## src/logic/flash_host_pkg.sv

```systemverilog
// Shared constants for the parallel flash host controller.
// Assumes a 100 MHz system clock; all pin timings become cycle counts here.
`default_nettype none
package flash_host_pkg;
    localparam int CLK_PERIOD_NS = 10;
    // Pin, counter and sequence widths
    localparam int ADDR_W = 21;
    localparam int DATA_W = 16;
    localparam int CNT_W = 12;
    localparam int SEQ_W = 2;
    // Index of the last cycle in each program sequence
    localparam logic [SEQ_W-1:0] SEQ_LEN_STD = 2'h3;
    localparam logic [SEQ_W-1:0] SEQ_LEN_BYPASS = 2'h1;
    // Pin timings in ns; values are plain defaults, not taken from a part
    localparam int T_ACC_NS = 100;
    localparam int T_WP_NS = 50;
    localparam int T_WPH_NS = 30;
    localparam int T_RP_NS = 500;
    localparam int T_READY_NS = 20000;
    // Least times round up, at least one cycle
    localparam int ACC_CYC = (T_ACC_NS + CLK_PERIOD_NS - 1) / CLK_PERIOD_NS;
    localparam int WP_CYC = (T_WP_NS + CLK_PERIOD_NS - 1) / CLK_PERIOD_NS;
    localparam int WPH_CYC = (T_WPH_NS + CLK_PERIOD_NS - 1) / CLK_PERIOD_NS;
    localparam int RP_CYC = (T_RP_NS + CLK_PERIOD_NS - 1) / CLK_PERIOD_NS;
    localparam int READY_CYC = (T_READY_NS + CLK_PERIOD_NS - 1) / CLK_PERIOD_NS;
    // Synchroniser latency on pins read back
    localparam int SYNC_CYC = 2;
    localparam logic [CNT_W-1:0] RD_WAIT = CNT_W'(ACC_CYC + SYNC_CYC);
    localparam logic [CNT_W-1:0] WP_WAIT = CNT_W'(WP_CYC);
    localparam logic [CNT_W-1:0] WPH_WAIT = CNT_W'(WPH_CYC);
    localparam logic [CNT_W-1:0] RP_WAIT = CNT_W'(RP_CYC);
    localparam logic [CNT_W-1:0] READY_WAIT = CNT_W'(READY_CYC);
    // Reset values
    localparam logic [DATA_W-1:0] DATA_RST = 16'h0000;
    localparam logic [ADDR_W-1:0] ADDR_RST = 21'h000000;
    localparam logic [CNT_W-1:0] CNT_RST = 12'h000;
    // Operations requested by the user side
    typedef enum logic [1:0] {
        OP_READ,
        OP_WRITE,
        OP_PROGRAM,
        OP_RESET
    } op_t;
endpackage
`default_nettype wire

```

## src/logic/pin_sync.sv

```systemverilog
// Two-flop synchroniser for pins driven by the flash.
// Assumes inputs are asynchronous to clk_sys_i.
`default_nettype none
module pin_sync #(
    parameter int WIDTH = 1
) (
    // Clock and reset
    input wire logic clk_sys_i,
    input wire logic rst_i,
    // Pin side
    input wire logic [WIDTH-1:0] async_i,
    // Synchronised side
    output logic [WIDTH-1:0] sync_o
);
    logic [WIDTH-1:0] meta_reg;
    logic [WIDTH-1:0] sync_reg;

    // First stage feeds only the second stage
    always_ff @(posedge clk_sys_i or posedge rst_i) begin
        if (rst_i) begin
            meta_reg <= '0;
            sync_reg <= '0;
        end else begin
            meta_reg <= async_i;
            sync_reg <= meta_reg;
        end
    end

    assign sync_o = sync_reg;
endmodule
`default_nettype wire

```

## src/logic/flash_host.sv

```systemverilog
// Host-side controller driving a parallel NOR flash through its pins.
// Assumes a user port on clk_sys_i; flash pins are asynchronous to it.
//
// Overview of operation
// - Reads drive select, gate low, write high
// - Writes drive strobe, select low, gate high
// - Bypass program takes two writes, not four
// - Wait access time after leaving standby
// - Reissue operation aborted by reset; code only pulses aborted_o, user reissues
// - Idle reset completes; read after release
`default_nettype none
module flash_host (
    // Clock and reset
    input wire logic clk_sys_i,
    input wire logic rst_i,
    // User request
    input wire logic req_i,
    input wire logic [1:0] op_i,
    input wire logic bypass_i,
    input wire logic byte_mode_i,
    input wire logic [20:0] addr_i,
    input wire logic addr_lsb_i,
    input wire logic [15:0] wdata_i,
    // User answer
    output logic busy_o,
    output logic done_o,
    output logic [1:0] seq_idx_o,
    output logic [15:0] rdata_o,
    output logic aborted_o,
    output logic timeout_o,
    output logic ready_busy_o,
    // Flash pins
    output logic ce_n_o,
    output logic oe_n_o,
    output logic we_n_o,
    output logic reset_n_o,
    output logic byte_n_o,
    output logic [20:0] addr_o,
    output logic [15:0] dq_o,
    output logic [15:0] dq_oe_o,
    input wire logic [15:0] dq_i,
    input wire logic ready_busy_flag_i
);
    typedef enum logic [2:0] {
        ST_IDLE,
        ST_READ,
        ST_WR_SETUP,
        ST_WR_PULSE,
        ST_WR_HOLD,
        ST_RST_PULSE,
        ST_RST_WAIT
    } state_t;

    typedef struct packed {
        state_t state;
        logic [11:0] cnt;
        logic [1:0] idx;
        logic [1:0] last;
        logic [1:0] op;
        logic word_mode;
        logic ce_n;
        logic oe_n;
        logic we_n;
        logic reset_n;
        logic [20:0] addr;
        logic lsb;
        logic [15:0] wdata;
        logic [15:0] rdata;
        logic done;
        logic aborted;
        logic timeout;
        logic drive;
    } ctrl_t;

    localparam ctrl_t CTRL_RST = '{
        state: ST_IDLE,
        cnt: flash_host_pkg::CNT_RST,
        idx: 2'h0,
        last: 2'h0,
        op: 2'h0,
        word_mode: 1'b1,
        ce_n: 1'b1,
        oe_n: 1'b1,
        we_n: 1'b1,
        reset_n: 1'b1,
        addr: flash_host_pkg::ADDR_RST,
        lsb: 1'b0,
        wdata: flash_host_pkg::DATA_RST,
        rdata: flash_host_pkg::DATA_RST,
        done: 1'b0,
        aborted: 1'b0,
        timeout: 1'b0,
        drive: 1'b0
    };

    ctrl_t ctrl_reg;
    ctrl_t ctrl_next;
    logic [16:0] pins_sync;
    logic [15:0] dq_sync;
    logic rb_sync;

    // Read data and ready flag pass through a two-flop synchroniser from the pins
    pin_sync #(
        .WIDTH(17)
    ) u_pin_sync (
        .clk_sys_i(clk_sys_i),
        .rst_i(rst_i),
        .async_i({ready_busy_flag_i, dq_i}),
        .sync_o(pins_sync)
    );

    assign dq_sync = pins_sync[15:0];
    assign rb_sync = pins_sync[16];

    always_comb begin
        ctrl_next = ctrl_reg;
        ctrl_next.done = 1'b0;
        ctrl_next.aborted = 1'b0;
        if (ctrl_reg.cnt != flash_host_pkg::CNT_RST) begin
            ctrl_next.cnt = ctrl_reg.cnt - 12'h001;
        end
        unique case (ctrl_reg.state)
            ST_IDLE: begin
                // Select high keeps the device in standby, outputs floating
                ctrl_next.ce_n = 1'b1;
                ctrl_next.oe_n = 1'b1;
                ctrl_next.we_n = 1'b1;
                ctrl_next.drive = 1'b0;
                ctrl_next.idx = 2'h0;
                // Width pin only changes between operations
                ctrl_next.word_mode = byte_mode_i ? 1'b0 : 1'b1;
                if (req_i) begin
                    ctrl_next.op = op_i;
                    ctrl_next.addr = addr_i;
                    ctrl_next.lsb = addr_lsb_i;
                    ctrl_next.wdata = wdata_i;
                    ctrl_next.timeout = 1'b0;
                    unique case (flash_host_pkg::op_t'(op_i))
                        flash_host_pkg::OP_READ: begin
                            // Access timed from select, covering standby exit
                            ctrl_next.state = ST_READ;
                            ctrl_next.ce_n = 1'b0;
                            ctrl_next.oe_n = 1'b0;
                            ctrl_next.cnt = flash_host_pkg::RD_WAIT;
                        end
                        flash_host_pkg::OP_WRITE: begin
                            ctrl_next.state = ST_WR_SETUP;
                            ctrl_next.last = 2'h0;
                        end
                        flash_host_pkg::OP_PROGRAM: begin
                            ctrl_next.state = ST_WR_SETUP;
                            ctrl_next.last = bypass_i ? flash_host_pkg::SEQ_LEN_BYPASS
                                : flash_host_pkg::SEQ_LEN_STD;
                        end
                        flash_host_pkg::OP_RESET: begin
                            ctrl_next.state = ST_RST_PULSE;
                            ctrl_next.reset_n = 1'b0;
                            ctrl_next.cnt = flash_host_pkg::RP_WAIT;
                        end
                    endcase
                end
            end
            ST_READ: begin
                // Address held still so a sleeping device keeps data latched
                if (ctrl_reg.cnt == flash_host_pkg::CNT_RST) begin
                    // Byte mode: only the low eight lines carry data
                    ctrl_next.rdata = ctrl_reg.word_mode ? dq_sync
                        : {8'h00, dq_sync[7:0]};
                    ctrl_next.ce_n = 1'b1;
                    ctrl_next.oe_n = 1'b1;
                    ctrl_next.done = 1'b1;
                    ctrl_next.state = ST_IDLE;
                end
            end
            ST_WR_SETUP: begin
                // Gate stays high so a write never collides with read data
                ctrl_next.ce_n = 1'b0;
                ctrl_next.oe_n = 1'b1;
                ctrl_next.drive = 1'b1;
                ctrl_next.we_n = 1'b0;
                ctrl_next.cnt = flash_host_pkg::WP_WAIT;
                ctrl_next.state = ST_WR_PULSE;
            end
            ST_WR_PULSE: begin
                if (ctrl_reg.cnt == flash_host_pkg::CNT_RST) begin
                    // Rising strobe latches data; data held through hold time
                    ctrl_next.we_n = 1'b1;
                    ctrl_next.cnt = flash_host_pkg::WPH_WAIT;
                    ctrl_next.state = ST_WR_HOLD;
                end
            end
            ST_WR_HOLD: begin
                if (ctrl_reg.cnt == flash_host_pkg::CNT_RST) begin
                    ctrl_next.ce_n = 1'b1;
                    ctrl_next.drive = 1'b0;
                    if (ctrl_reg.idx == ctrl_reg.last) begin
                        ctrl_next.done = 1'b1;
                        ctrl_next.state = ST_IDLE;
                    end else begin
                        // Next cycle's address and data come from the user
                        ctrl_next.idx = ctrl_reg.idx + 2'h1;
                        ctrl_next.addr = addr_i;
                        ctrl_next.lsb = addr_lsb_i;
                        ctrl_next.wdata = wdata_i;
                        ctrl_next.state = ST_WR_SETUP;
                    end
                end
            end
            ST_RST_PULSE: begin
                ctrl_next.ce_n = 1'b1;
                ctrl_next.drive = 1'b0;
                if (ctrl_reg.cnt == flash_host_pkg::CNT_RST) begin
                    ctrl_next.reset_n = 1'b1;
                    if (!rb_sync) begin
                        // Busy at reset: the aborted operation must be redone
                        ctrl_next.aborted = 1'b1;
                        ctrl_next.cnt = flash_host_pkg::READY_WAIT;
                        ctrl_next.state = ST_RST_WAIT;
                    end else begin
                        // Idle device may be read right after release
                        ctrl_next.done = 1'b1;
                        ctrl_next.state = ST_IDLE;
                    end
                end
            end
            ST_RST_WAIT: begin
                // Bounded wait so a stuck flag cannot hang the port
                if (rb_sync) begin
                    ctrl_next.done = 1'b1;
                    ctrl_next.state = ST_IDLE;
                end else if (ctrl_reg.cnt == flash_host_pkg::CNT_RST) begin
                    ctrl_next.timeout = 1'b1;
                    ctrl_next.done = 1'b1;
                    ctrl_next.state = ST_IDLE;
                end
            end
        endcase
    end

    always_ff @(posedge clk_sys_i or posedge rst_i) begin
        if (rst_i) begin
            ctrl_reg <= CTRL_RST;
        end else begin
            ctrl_reg <= ctrl_next;
        end
    end

    // User answer
    assign busy_o = (ctrl_reg.state != ST_IDLE);
    assign done_o = ctrl_reg.done;
    assign seq_idx_o = ctrl_reg.idx;
    assign rdata_o = ctrl_reg.rdata;
    assign aborted_o = ctrl_reg.aborted;
    assign timeout_o = ctrl_reg.timeout;
    assign ready_busy_o = rb_sync;

    // Flash pins
    assign ce_n_o = ctrl_reg.ce_n;
    assign oe_n_o = ctrl_reg.oe_n;
    assign we_n_o = ctrl_reg.we_n;
    assign reset_n_o = ctrl_reg.reset_n;
    assign byte_n_o = ctrl_reg.word_mode;
    assign addr_o = ctrl_reg.addr;

    always_comb begin
        dq_o = ctrl_reg.wdata;
        dq_oe_o = 16'h0000;
        if (ctrl_reg.word_mode) begin
            dq_oe_o = {16{ctrl_reg.drive}};
        end else begin
            // Line fifteen is an address input in byte mode, driven always
            dq_o = {ctrl_reg.lsb, 7'h00, ctrl_reg.wdata[7:0]};
            dq_oe_o = {1'b1, 7'h00, {8{ctrl_reg.drive}}};
        end
    end
endmodule
`default_nettype wire

```

## config.mk

```make
export PLATFORM = sky130hd
export DESIGN_NAME = flash_host
export DESIGN_NICKNAME = d
export VERILOG_FILES = /design/src/logic/flash_host_pkg.sv /design/src/logic/pin_sync.sv /design/src/logic/flash_host.sv
export SDC_FILE = /design/constraint.sdc
export NUM_CORES = 1
export LEC_CHECK = 0
export BUFFER_PORTS_ARGS = -buffer_cell sky130_fd_sc_hd__buf_2
export CELL_PAD_IN_SITES_DETAIL_PLACEMENT = 1
export CELL_PAD_IN_SITES_GLOBAL_PLACEMENT = 2
export CORE_MARGIN = 1.5
export CORE_UTILIZATION = 36
export DETAILED_ROUTE_END_ITERATION = 10
export PLACE_DENSITY_LB_ADDON = 0.1
export SLEW_MARGIN = 20
export SYNTH_ARGS = -nofsm -noshare
export SYNTH_HDL_FRONTEND = slang
export SYNTH_SLANG_ARGS = --single-unit
```

## constraint.sdc

```tcl
create_clock -name clk_sys_i -period 5.1 [get_ports clk_sys_i]
set_clock_uncertainty 0.05 [all_clocks]
set_input_delay 0.255 -clock clk_sys_i [delete_from_list [all_inputs] [get_ports clk_sys_i]]
set_output_delay 0.255 -clock clk_sys_i [all_outputs]
set_load 0.02 [all_outputs]
```

==> impl_metrics.py, run 1 <==
metrics = {
    "logic_synthesis": {
        "syn_area_per_cell_um2": 11.4,
        "ys.warnings.count": 0,
        "yosysSeqAreaShare_pct": 55.0,
        "ys.flop_type": "dfrtp_1",
        "syn-cell-area_um2": 5290,
        "synthTopCellsByCount": "dfrtp_1, buf_4, mux2_2, nand2_1, o21ai_0",
        "synth.area.top_cells": "dfrtp_1, mux2_2, buf_4",
        "synth-edff-count": 0,
        "synth_top_area_cell": "dfrtp_1",
        "synth_most_common_cell": "dfrtp_1",
        "netlist_instances": 463,
        "syn-num-nets": 531,
        "ys_seq_elements": 116,
        "async_flop_share_pct": 100,
        "synth_top_cell_area_share_pct": 52.5,
        "ys_types": 58,
    },
    "layout": {
        "diodes": 0,
        "nNetsFinal": 634,
        "design_area_um2": 6480,
        "largest_register_ffs": 35,
        "synthToLayoutAreaGrowth_pct": 22.6,
        "layout-drive-gt1-share_pct": 41.8,
    },
    "worst_setup_path": {
        "r2r_slack_ps": 1870,
        "cp-start-kind": "flop",
        "path_buf_inv": 2,
        "crit_path_end_kind": "flop",
        "crit_required_ps": 5350,
        "crit_fanout": 24,
        "crit_chain": "inv_1 -> ha_1 -> or4b_1 -> nor2_4 -> nand2_1 -> o21ai_4 -> buf_4 -> mux2_2",
        "reg2reg_depth": 8,
        "crit_family": "simple AND/OR/NAND/NOR gates",
        "startpoint": "ctrl_reg[70]$_DFF_PP0_",
        "crit_slowest_cell": "o21ai_4",
        "cp_data_arrival_time_ps": 3480,
        "r2r_start": "ctrl_reg[70]$_DFF_PP0_",
        "critPathMaxStageDelay_ps": 700,
        "worstSetupPathType": "reg -> reg",
        "r2r-end": "addr_o[18]$_DFFE_PP0P_",
    },
    "power": {
        "peakVddDrop_uv": 276,
        "leakagePower_nw": 3.07,
        "p_per_area_nw_per_um2": 635,
    },
    "clock_tree": {
        "cts_tree": "yes",
        "cts_buffer_depth": 2,
        "clkLatencyLatePin_ps": 410,
        "h-tree-depth": 4,
        "cts_sinks": 116,
        "cts-root-buf": "clkbuf_16",
        "path_clk_slew_ps": 60,
        "cts_buffers": 17,
    },
    "routing": {
        "via_per_inst": 4.90,
        "vias": 3737,
        "drc": 0,
        "first_pass_iters": 4,
        "initialDrtViolationCount": 122,
        "postRouteWirelength_mm": 12.7,
        "postRouteAntennaNets": 0,
        "wl_per_cell_um": 16.7,
    },
    "global_routing": {
        "grt_max_degree": 68,
        "grt_pass1_wl_mm": 19.6,
        "grt_pass1_vias": 3772,
        "grt_use_total_pct": 17.0,
        "grt.overflow.total": 0,
        "antenna_found_initial": 0,
    },
    "placement": {
        "place_congestion": 0.820,
        "port_buffers": 142,
        "hpwl_mm": 8.60,
        "dpl_cell_area_um2": 5700,
    },
    "timing": {
        "slew_viol_final": 0,
        "fmax_mhz": 309,
        "min_period_ps": 3230,
        "min_period_over_period_pct": 63.4,
        "rsz0062_at_grt": "no",
        "tightest_slew_ps": 833,
        "maxSlewHeadroom_pct": 44.5,
        "setup_viol": 0,
        "finalSetupTns_ps": 0,
        "hold_ws_ps": -22.8,
        "finalHoldViolCount": 65,
    },
    "floorplanning": {
        "coreArea_um2": 14400,
        "initial_utilization_pct": 36.7,
        "die_x_um": 124,
        "die_h_um": 124,
        "die_area_um2": 15400,
        "row_count": 44,
        "ios": 143,
    },
    "outcome": {
        "violations": "negative hold slack",
        "status": "finished, violations left",
    },
    "hold_path": {
        "hp-class": "in -> async",
    },
    "flow_run": {
        "cap_violations": 0,
    },
}
[cells by family (layout without fill, tap and decap cells)]
logic type      Yosys count  after routing  share of synthesized area (%)
simple gates            115            115                           11.1
mux                      49             49                           10.4
xor+xnor                  7              7                           1.16
flops                   116            116                           55.0
compound gates           76             76                           9.18
buf+inv                  94            210                           11.7
fa+ha+maj                 6              6                           1.42
[per-stage QoR]
stage / power [W] / util, % / cells / hold slack (ps) / setup WS (ps)
floorplan: 0.00273 / - / 463 / 236 / 1730
global placement: 0.00292 / 39.5 / 711 / 282 / 1960
detailed placement: 0.00296 / 39.5 / 711 / 286 / 1860
CTS: 0.00417 / 44.9 / 763 / 0.256 / 1840
global route: 0.00439 / 44.9 / 763 / 2.53 / 1670
finish: 0.00411 / 44.9 / 763 / -22.8 / 1870
[power breakdown]
part / internal [W] / switching [W]
logic: 0.000597 / 0.000894
clock network: 0.000721 / 0.000448
registers: 0.00123 / 0.000223
[worst register-to-register path, stage by stage (launching register included)]
cell and delay [ps]:
dfrtp_1 420, inv_1 140, ha_1 160, or4b_1 610
nor2_4 170, nand2_1 130, o21ai_4 700, buf_4 370
mux2_2 370
[final cells by class]
| class | instances | area, um2 |
|---|---|---|
| sequential | 116 | 2910 |
| clock inverter | 15 | 156 |
| timing repair buffer | 167 | 948 |
| clock buffer | 17 | 425 |
| inverter | 11 | 43.8 |
| fill | 1606 | 7940 |
| multi-input combinational | 253 | 1770 |
| tap | 184 | 230 |
[routing by layer]
| metal | wire length [um] | track usage (%) | vias to the layer above |
|---|---|---|---|
| li1 | - | - | 1744 |
| met1 | 5590 | 21.5 | 1860 |
| met2 | 6260 | 27.3 | 113 |
| met3 | 684 | 5.13 | 20 |
| met4 | 206 | 6.68 | 0 |
| met5 | 0 | 0 | - |
[cell usage in the layout (no fill, tap or decap), types with 3 or more instances in the layout]
cell / instances
nand3_1: 4
and2_1: 9
nor2_1: 23
xnor2_1: 3
nor4_1: 3
nand2_1: 40
clkbuf_16: 17
nor3_1: 11
nand2b_1: 5
a21oi_1: 11
clkinvlp_4: 4
buf_4: 5
o21ai_1: 3
nor2b_1: 5
dlygate4sd3_1: 20
o21ai_0: 27
ha_1: 6
dfstp_2: 5
xor2_1: 4
dfrtp_1: 111
inv_1: 9
mux2_2: 48
clkinv_2: 4
a31oi_1: 7
buf_2: 142
[how the worst max path moves through the flow]
stage,cells past startpoint,to
finish,8,addr_o[18]$_DFFE_PP0P_
global route,8,addr_o[18]$_DFFE_PP0P_
CTS,8,addr_o[18]$_DFFE_PP0P_
detailed placement,8,addr_o[18]$_DFFE_PP0P_
global placement,8,addr_o[16]$_DFFE_PP0P_
floorplan,1,aborted_o$_DFF_PP0_
[repair_timing]
item | 4_1_cts | 5_1_grt
endpoints found under the hold margin | 20 | 0
endpoints found under the setup margin | 0 | 0
resized for setup | 0 | 0
hold buffers | 20 | 0
buffers inserted | 0 | 0
Power figures use the tool's default switching activity.
==> run 2: changes to the inputs <==
--- a/config.mk
+++ b/config.mk
@@ -5,11 +5,12 @@
 export SDC_FILE = /design/constraint.sdc
 export NUM_CORES = 1
 export LEC_CHECK = 0
+export ABC_AREA = 1
 export BUFFER_PORTS_ARGS = -buffer_cell sky130_fd_sc_hd__buf_2
 export CELL_PAD_IN_SITES_DETAIL_PLACEMENT = 1
 export CELL_PAD_IN_SITES_GLOBAL_PLACEMENT = 2
 export CORE_MARGIN = 1.5
-export CORE_UTILIZATION = 36
+export CORE_UTILIZATION = 28
 export DETAILED_ROUTE_END_ITERATION = 10
 export PLACE_DENSITY_LB_ADDON = 0.1
 export SLEW_MARGIN = 20
==> constraint.sdc (replaced) <==
create_clock -name clk_sys_i -period 2.9 [get_ports clk_sys_i]
set_clock_uncertainty 0.05 [all_clocks]
set_input_delay 0.145 -clock clk_sys_i [delete_from_list [all_inputs] [get_ports clk_sys_i]]
set_output_delay 0.145 -clock clk_sys_i [all_outputs]
set_load 0.02 [all_outputs]
==> impl_metrics.py, run 2 <==
metrics = {
    "outcome": {
        "status": "complete, no violations",
    },
    "global_routing": {
        "grt_pass1_wl_mm": 23.7,
        "antenna_found_initial": 1,
        "grt_pass1_vias": 4572,
        "grt_max_degree": 77,
        "grt.overflow.total": 0,
        "grt_use_total_pct": 14.9,
    },
    "routing": {
        "postRouteAntennaNets": 0,
        "first_pass_iters": 4,
        "drc": 0,
        "initialDrtViolationCount": 130,
        "postRouteWirelength_mm": 15.1,
        "vias": 4404,
        "via_per_inst": 4.16,
        "wl_per_cell_um": 14.3,
    },
    "timing": {
        "finalHoldViolCount": 0,
        "min_period_over_period_pct": 73.3,
        "maxSlewHeadroom_pct": 50.0,
        "hold_ws_ps": 40.7,
        "tightest_slew_ps": 749,
        "min_period_ps": 2120,
        "setup_viol": 0,
        "rsz0062_at_grt": "no",
        "slew_viol_final": 0,
        "fmax_mhz": 471,
        "finalSetupTns_ps": 0,
    },
    "worst_setup_path": {
        "worstSetupPathType": "reg -> reg",
        "r2r_start": "ctrl_reg[69]$_DFF_PP0_",
        "crit_fanout": 16,
        "crit_required_ps": 3200,
        "cp-start-kind": "flop",
        "reg2reg_depth": 8,
        "crit_path_end_kind": "flop",
        "r2r-end": "rdata_o[8]$_DFFE_PP0P_",
        "cp_data_arrival_time_ps": 2430,
        "r2r_slack_ps": 780,
    },
    "clock_tree": {
        "cts_buffer_depth": 2,
        "cts_sinks": 116,
        "cts-root-buf": "clkbuf_16",
        "cts_tree": "yes",
        "h-tree-depth": 4,
        "cts_buffers": 17,
        "path_clk_slew_ps": 60,
        "clkLatencyLatePin_ps": 420,
        "cts_resized": 0,
    },
    "logic_synthesis": {
        "synthMuxAreaShare_pct": 0,
        "synth_top_cell_area_share_pct": 49.3,
        "ys.flop_type": "dfrtp_1",
        "syn_area_per_cell_um2": 8.92,
        "synth-edff-count": 0,
        "yosysSeqAreaShare_pct": 51.7,
        "synth_most_common_cell": "nand2_1",
        "syn-cell-area_um2": 5630,
        "synth_top_area_cell": "dfrtp_1",
        "ys_seq_elements": 116,
        "netlist_instances": 631,
        "async_flop_share_pct": 100,
        "ys.warnings.count": 0,
        "synth_xor_area_share_pct": 0.778,
        "synth_top_family_by_area": "simple AND/OR/NAND/NOR gates",
        "synth.area.top_cells": "dfrtp_1, nand2_1, buf_4",
        "syn-num-nets": 699,
        "synthSimpleGateAreaFrac_pct": 20.8,
        "synth_compound_area_share_pct": 9.20,
        "ys_types": 31,
        "synthAdderAreaFrac_pct": 1.33,
        "synthTopCellsByCount": "nand2_1, dfrtp_1, inv_1, buf_4, nand2_2",
    },
    "placement": {
        "hpwl_mm": 10.6,
        "port_buffers": 142,
        "place_congestion": 0.833,
    },
    "floorplanning": {
        "die_area_um2": 21000,
        "coreArea_um2": 19600,
        "die_x_um": 145,
        "die_h_um": 145,
        "ios": 143,
        "initial_utilization_pct": 28.7,
        "row_count": 51,
    },
    "layout": {
        "layout_common_cells": "nand2_1, buf_2, dfrtp_1, inv_1, dlygate4sd3_1",
        "synthToLayoutAreaGrowth_pct": 29.6,
        "nNetsFinal": 847,
        "layout.cells.most_common": "nand2_1",
        "largest_register_ffs": 35,
        "multi_input_area_um2": 1810,
        "fillerInstances": 2342,
        "layout-drive-gt1-share_pct": 33.6,
        "seqCellArea_um2": 2910,
    },
    "power": {
        "power.internal_w": 0.00454,
        "p_sw_share_pct": 45.3,
        "leakagePower_nw": 3.93,
        "pwr-share-seq_pct": 31.8,
        "peakVddDrop_uv": 372,
        "p_sw_w": 0.00375,
        "p_per_area_nw_per_um2": 1140,
        "power.share.clock_pct": 24.1,
        "p_comb_share_pct": 44.1,
    },
    "flow_run": {
        "cap_violations": 0,
    },
    "hold_path": {
        "hp-class": "in -> reg",
        "whs_endpoint": "ce_n_o$_DFFE_PP1P_",
        "hold_depth": 4,
        "hold_start": "req_i",
    },
}
[run 2: cell families after synthesis]
family | after synthesis
flops | 116
compound gates | 78
buf+inv | 165
simple gates | 261
xor+xnor | 5
fa+ha+maj | 6
[run 2: power groups by stage]
stage | registers, W | clock network, W | logic (W)
global placement | 0.00266 | 0 | 0.00360
finish | 0.00264 | 0.00200 | 0.00365
floorplan | 0.00256 | 0 | 0.00319
global route | 0.00272 | 0.00215 | 0.00411
detailed placement | 0.00267 | 0 | 0.00365
CTS | 0.00264 | 0.00208 | 0.00373
[run 2: metal layers]
| layer | up-vias | GRT usage [%] | share of wire (%) |
|---|---|---|---|
| met5 | - | 0 | 0 |
| met3 | 14 | 3.95 | 4.1 |
| met1 | 2125 | 19.1 | 47 |
| met2 | 83 | 24.3 | 48 |
| met4 | 0 | 5.00 | 0.80 |
| li1 | 2182 | - | - |
[run 2: cell type report]
| class | count | share of cell area, % |
|---|---|---|
| flip-flops and latches | 116 | 39.9 |
| multi-input cells | 350 | 24.8 |
| repair buffers | 204 | 18.5 |
| clock buffers | 17 | 5.83 |
| inverters | 90 | 4.68 |
| well taps | 265 | 4.54 |
| clock inverters | 15 | 1.82 |
| diodes | 1 | 0.0343 |
[run 2: repair_timing]
item	in CTS	in global routing
setup buffers	0	0
hold endpoints to repair	82	0
hold buffers	58	0
[run 2: critical path, stage by stage (launching register included)]
cell and delay [ps]:
dfrtp_1 400, inv_1 110, ha_1 190, nand2_1 60, nor2_1 130, nand2_2 220, nor2_2 640, nand3_1 150
nand2_1 90
[run 2: how the worst max path moves through the flow]
stage                                      start                       to  cells after the start
after detailed placement  ctrl_reg[69]$_DFF_PP0_  rdata_o[14]$_DFFE_PP0P_                      8
after global placement    ctrl_reg[69]$_DFF_PP0_   rdata_o[9]$_DFFE_PP0P_                      8
final                     ctrl_reg[69]$_DFF_PP0_   rdata_o[8]$_DFFE_PP0P_                      8
after CTS                 ctrl_reg[69]$_DFF_PP0_   rdata_o[8]$_DFFE_PP0P_                      8
after global routing      ctrl_reg[69]$_DFF_PP0_  rdata_o[15]$_DFFE_PP0P_                      8
after floorplan           ctrl_reg[69]$_DFF_PP0_    addr_o[0]$_DFFE_PP0P_                     11
[run 2: stage by stage]
step | total power, W | utilization [%] | setup WS [ps] | instance area [um2] | cells
5_1_grt | 0.00898 | 37.2 | 531 | 7300 | 1058
3_5_place_dp | 0.00632 | 31.4 | 731 | 6150 | 967
4_1_cts | 0.00846 | 37.2 | 706 | 7290 | 1057
3_3_place_gp | 0.00626 | 31.4 | 831 | 6150 | 967
6_report | 0.00829 | 37.2 | 775 | 7300 | 1058
2_1_floorplan | 0.00575 | - | 1250 | 5630 | 631
==> run 3: changes to the inputs <==
==> constraint.sdc (replaced) <==
create_clock -name clk_sys_i -period 1.7 [get_ports clk_sys_i]
set_clock_uncertainty 0.05 [all_clocks]
set_input_delay 0.085 -clock clk_sys_i [delete_from_list [all_inputs] [get_ports clk_sys_i]]
set_output_delay 0.085 -clock clk_sys_i [all_outputs]
set_load 0.02 [all_outputs]
==> impl_metrics.py, run 3 (synthesized netlist as in run 2, its figures left out) <==
metrics = {
    "floorplanning": {
        "coreArea_um2": 19600,
        "ios": 143,
        "initial_utilization_pct": 28.7,
        "die_area_um2": 21000,
        "row_count": 51,
        "die_h_um": 145,
        "die_x_um": 145,
    },
    "timing": {
        "slew_viol_final": 0,
        "hold_ws_ps": 32.0,
        "min_period_ps": 1720,
        "maxSlewHeadroom_pct": 57.5,
        "rsz0062_at_grt": "yes",
        "finalSetupTns_ps": -87.6,
        "fmax_mhz": 581,
        "tightest_slew_ps": 637,
        "setup_ws_ps": -22.3,
        "min_period_over_period_pct": 101,
        "finalHoldViolCount": 0,
        "setup_viol": 16,
    },
    "outcome": {
        "status": "finished, violations left",
        "violations": "negative setup slack",
    },
    "clock_tree": {
        "cts_tree": "yes",
        "cts_sinks": 116,
        "cts_buffers": 17,
        "path_clk_slew_ps": 60,
        "cts-root-buf": "clkbuf_16",
        "h-tree-depth": 4,
        "clkLatencyLatePin_ps": 420,
        "cts_buffer_depth": 2,
    },
    "power": {
        "peakVddDrop_uv": 830,
        "leakagePower_nw": 4.46,
        "p_per_area_nw_per_um2": 1990,
    },
    "worst_setup_path": {
        "path_buf_inv": 3,
        "cp-start-kind": "flop",
        "crit_slowest_cell": "dfrtp_1",
        "crit_path_end_kind": "flop",
        "crit_fanout": 12,
        "cp_data_arrival_time_ps": 1980,
        "crit_family": "simple AND/OR/NAND/NOR gates",
        "crit_chain": "inv_2 -> ha_4 -> nand2_2 -> nor2_4 -> nand2_4 -> nand2_4 -> nand3_4 -> buf_12 -> clkbuf_16 -> nand2_2 -> o21ai_2",
        "worstSetupPathType": "reg -> reg",
        "critPathMaxStageDelay_ps": 380,
        "crit_required_ps": 1960,
        "r2r_slack_ps": -20,
    },
    "placement": {
        "preCtsSetupSlack_ps": -236,
        "dpl_cell_area_um2": 6580,
        "place_congestion": 0.796,
        "port_buffers": 142,
        "hpwl_mm": 11.1,
        "placedCellCount": 1017,
    },
    "layout": {
        "layout_common_cells": "buf_2, dfrtp_1, nand2_1, inv_1, nand2_2",
        "largest_register_ffs": 35,
        "design_area_um2": 8540,
        "layout.cells.most_common": "buf_2",
        "instances_no_fill": 1128,
        "nNetsFinal": 918,
        "synthToLayoutAreaGrowth_pct": 51.8,
        "diodes": 0,
        "layout-drive-gt1-share_pct": 48.7,
    },
    "routing": {
        "initialDrtViolationCount": 107,
        "first_pass_iters": 4,
        "via_per_inst": 4.18,
        "drc": 0,
        "wl_per_cell_um": 15.0,
        "postRouteAntennaNets": 0,
        "vias": 4717,
        "postRouteWirelength_mm": 16.9,
    },
    "global_routing": {
        "grt_use_total_pct": 15.6,
        "grt_use_met2_pct": 26.9,
        "top_usage_layer": "met2",
        "met3_usage_pct": 3.39,
        "grt_max_degree": 117,
        "grt_pass1_vias": 5039,
        "antenna_found_initial": 0,
        "grt_pass1_wl_mm": 24.9,
        "grt.overflow.total": 0,
        "grt_util_met1_pct": 19.0,
    },
    "flow_run": {
        "cap_violations": 0,
    },
    "hold_path": {
        "hp-class": "in -> reg",
    },
}
==> run 3: cell count changes in the layout (fill, tap and decap cells not counted), moves of 6 or more <==
cell       before  now
nand3_1        34   21
nand2_4         0   20
inv_1          83   76
inv_2           6   12
buf_12          2    8
nor2_1         35   27
buf_4           2   54
nand3_2         1    9
o21ai_0        29   11
nand2_2        36   60
clkbuf_16      17   25
o21ai_1         2   14
nor2_4          2   10
nand2_1       143   98
==> run 3: power by group <==
part | leakage [nW] | internal, W | switching, W
clock | 0.280 | 0.00216 | 0.00137
combinational | 2.75 | 0.00375 | 0.00526
sequential | 1.43 | 0.00375 | 0.000701
total | 4.46 | 0.00966 | 0.00734
==> run 3: cell type report <==
| type | count | area, um2 |
|---|---|---|
| clock buffers | 17 | 425 |
| fillers | 2283 | 11000 |
| inverters | 90 | 347 |
| multi-input cells | 350 | 2260 |
| clock inverters | 15 | 155 |
| repair buffers | 275 | 2110 |
| flip-flops and latches | 116 | 2910 |
| well taps | 265 | 332 |
==> run 3: final timing paths <==
kind,startpoint,endpoint,cells past startpoint
setup / recovery,ctrl_reg[70]$_DFF_PP0_,ctrl_reg[26]$_DFFE_PP0P_,11
hold / removal,op_i[1],ctrl_reg[65]$_DFFE_PP0P_,4
setup reg to reg,ctrl_reg[70]$_DFF_PP0_,ctrl_reg[26]$_DFFE_PP0P_,11
hold reg to reg,u_pin_sync.meta_reg[1]$_DFF_PP0_,u_pin_sync.sync_o[1]$_DFF_PP0_,0
max in group asynchronous,rst_i,ctrl_reg[83]$_DFFE_PP0P_,4
min in group asynchronous,rst_i,rdata_o[12]$_DFFE_PP0P_,4
==> run 3: stage by stage <==
step | util [%] | power, W
after floorplan | - | 0.00981
after global placement | 33.6 | 0.0116
after detailed placement | 33.6 | 0.0117
after CTS | 40.2 | 0.0157
after global routing | 43.6 | 0.0183
final | 43.6 | 0.0170
==> run 3: repair_timing <==
action | CTS | global route
hold endpoints to repair | 170 | 0
setup buffers | 6 | 6
pin swaps | 4 | 21
hold buffers | 59 | 0
setup endpoints to repair | 79 | 77
gates resized for setup | 20 | 127
gates cloned | 0 | 8
==> run 3: routing by layer <==
layer	wire length [um]	vias up
li1	-	2326
met4	247	0
met1	7610	2285
met5	0	-
met3	571	18
met2	8450	88
==> run 3: worst register-to-register path, cell delays in order (launching register included) <==
cell	delay [ps]
dfrtp_1	380
inv_2	90
ha_4	160
nand2_2	70
nor2_4	130
nand2_4	100
nand2_4	90
nand3_4	70
buf_12	170
clkbuf_16	190
nand2_2	70
o21ai_2	50
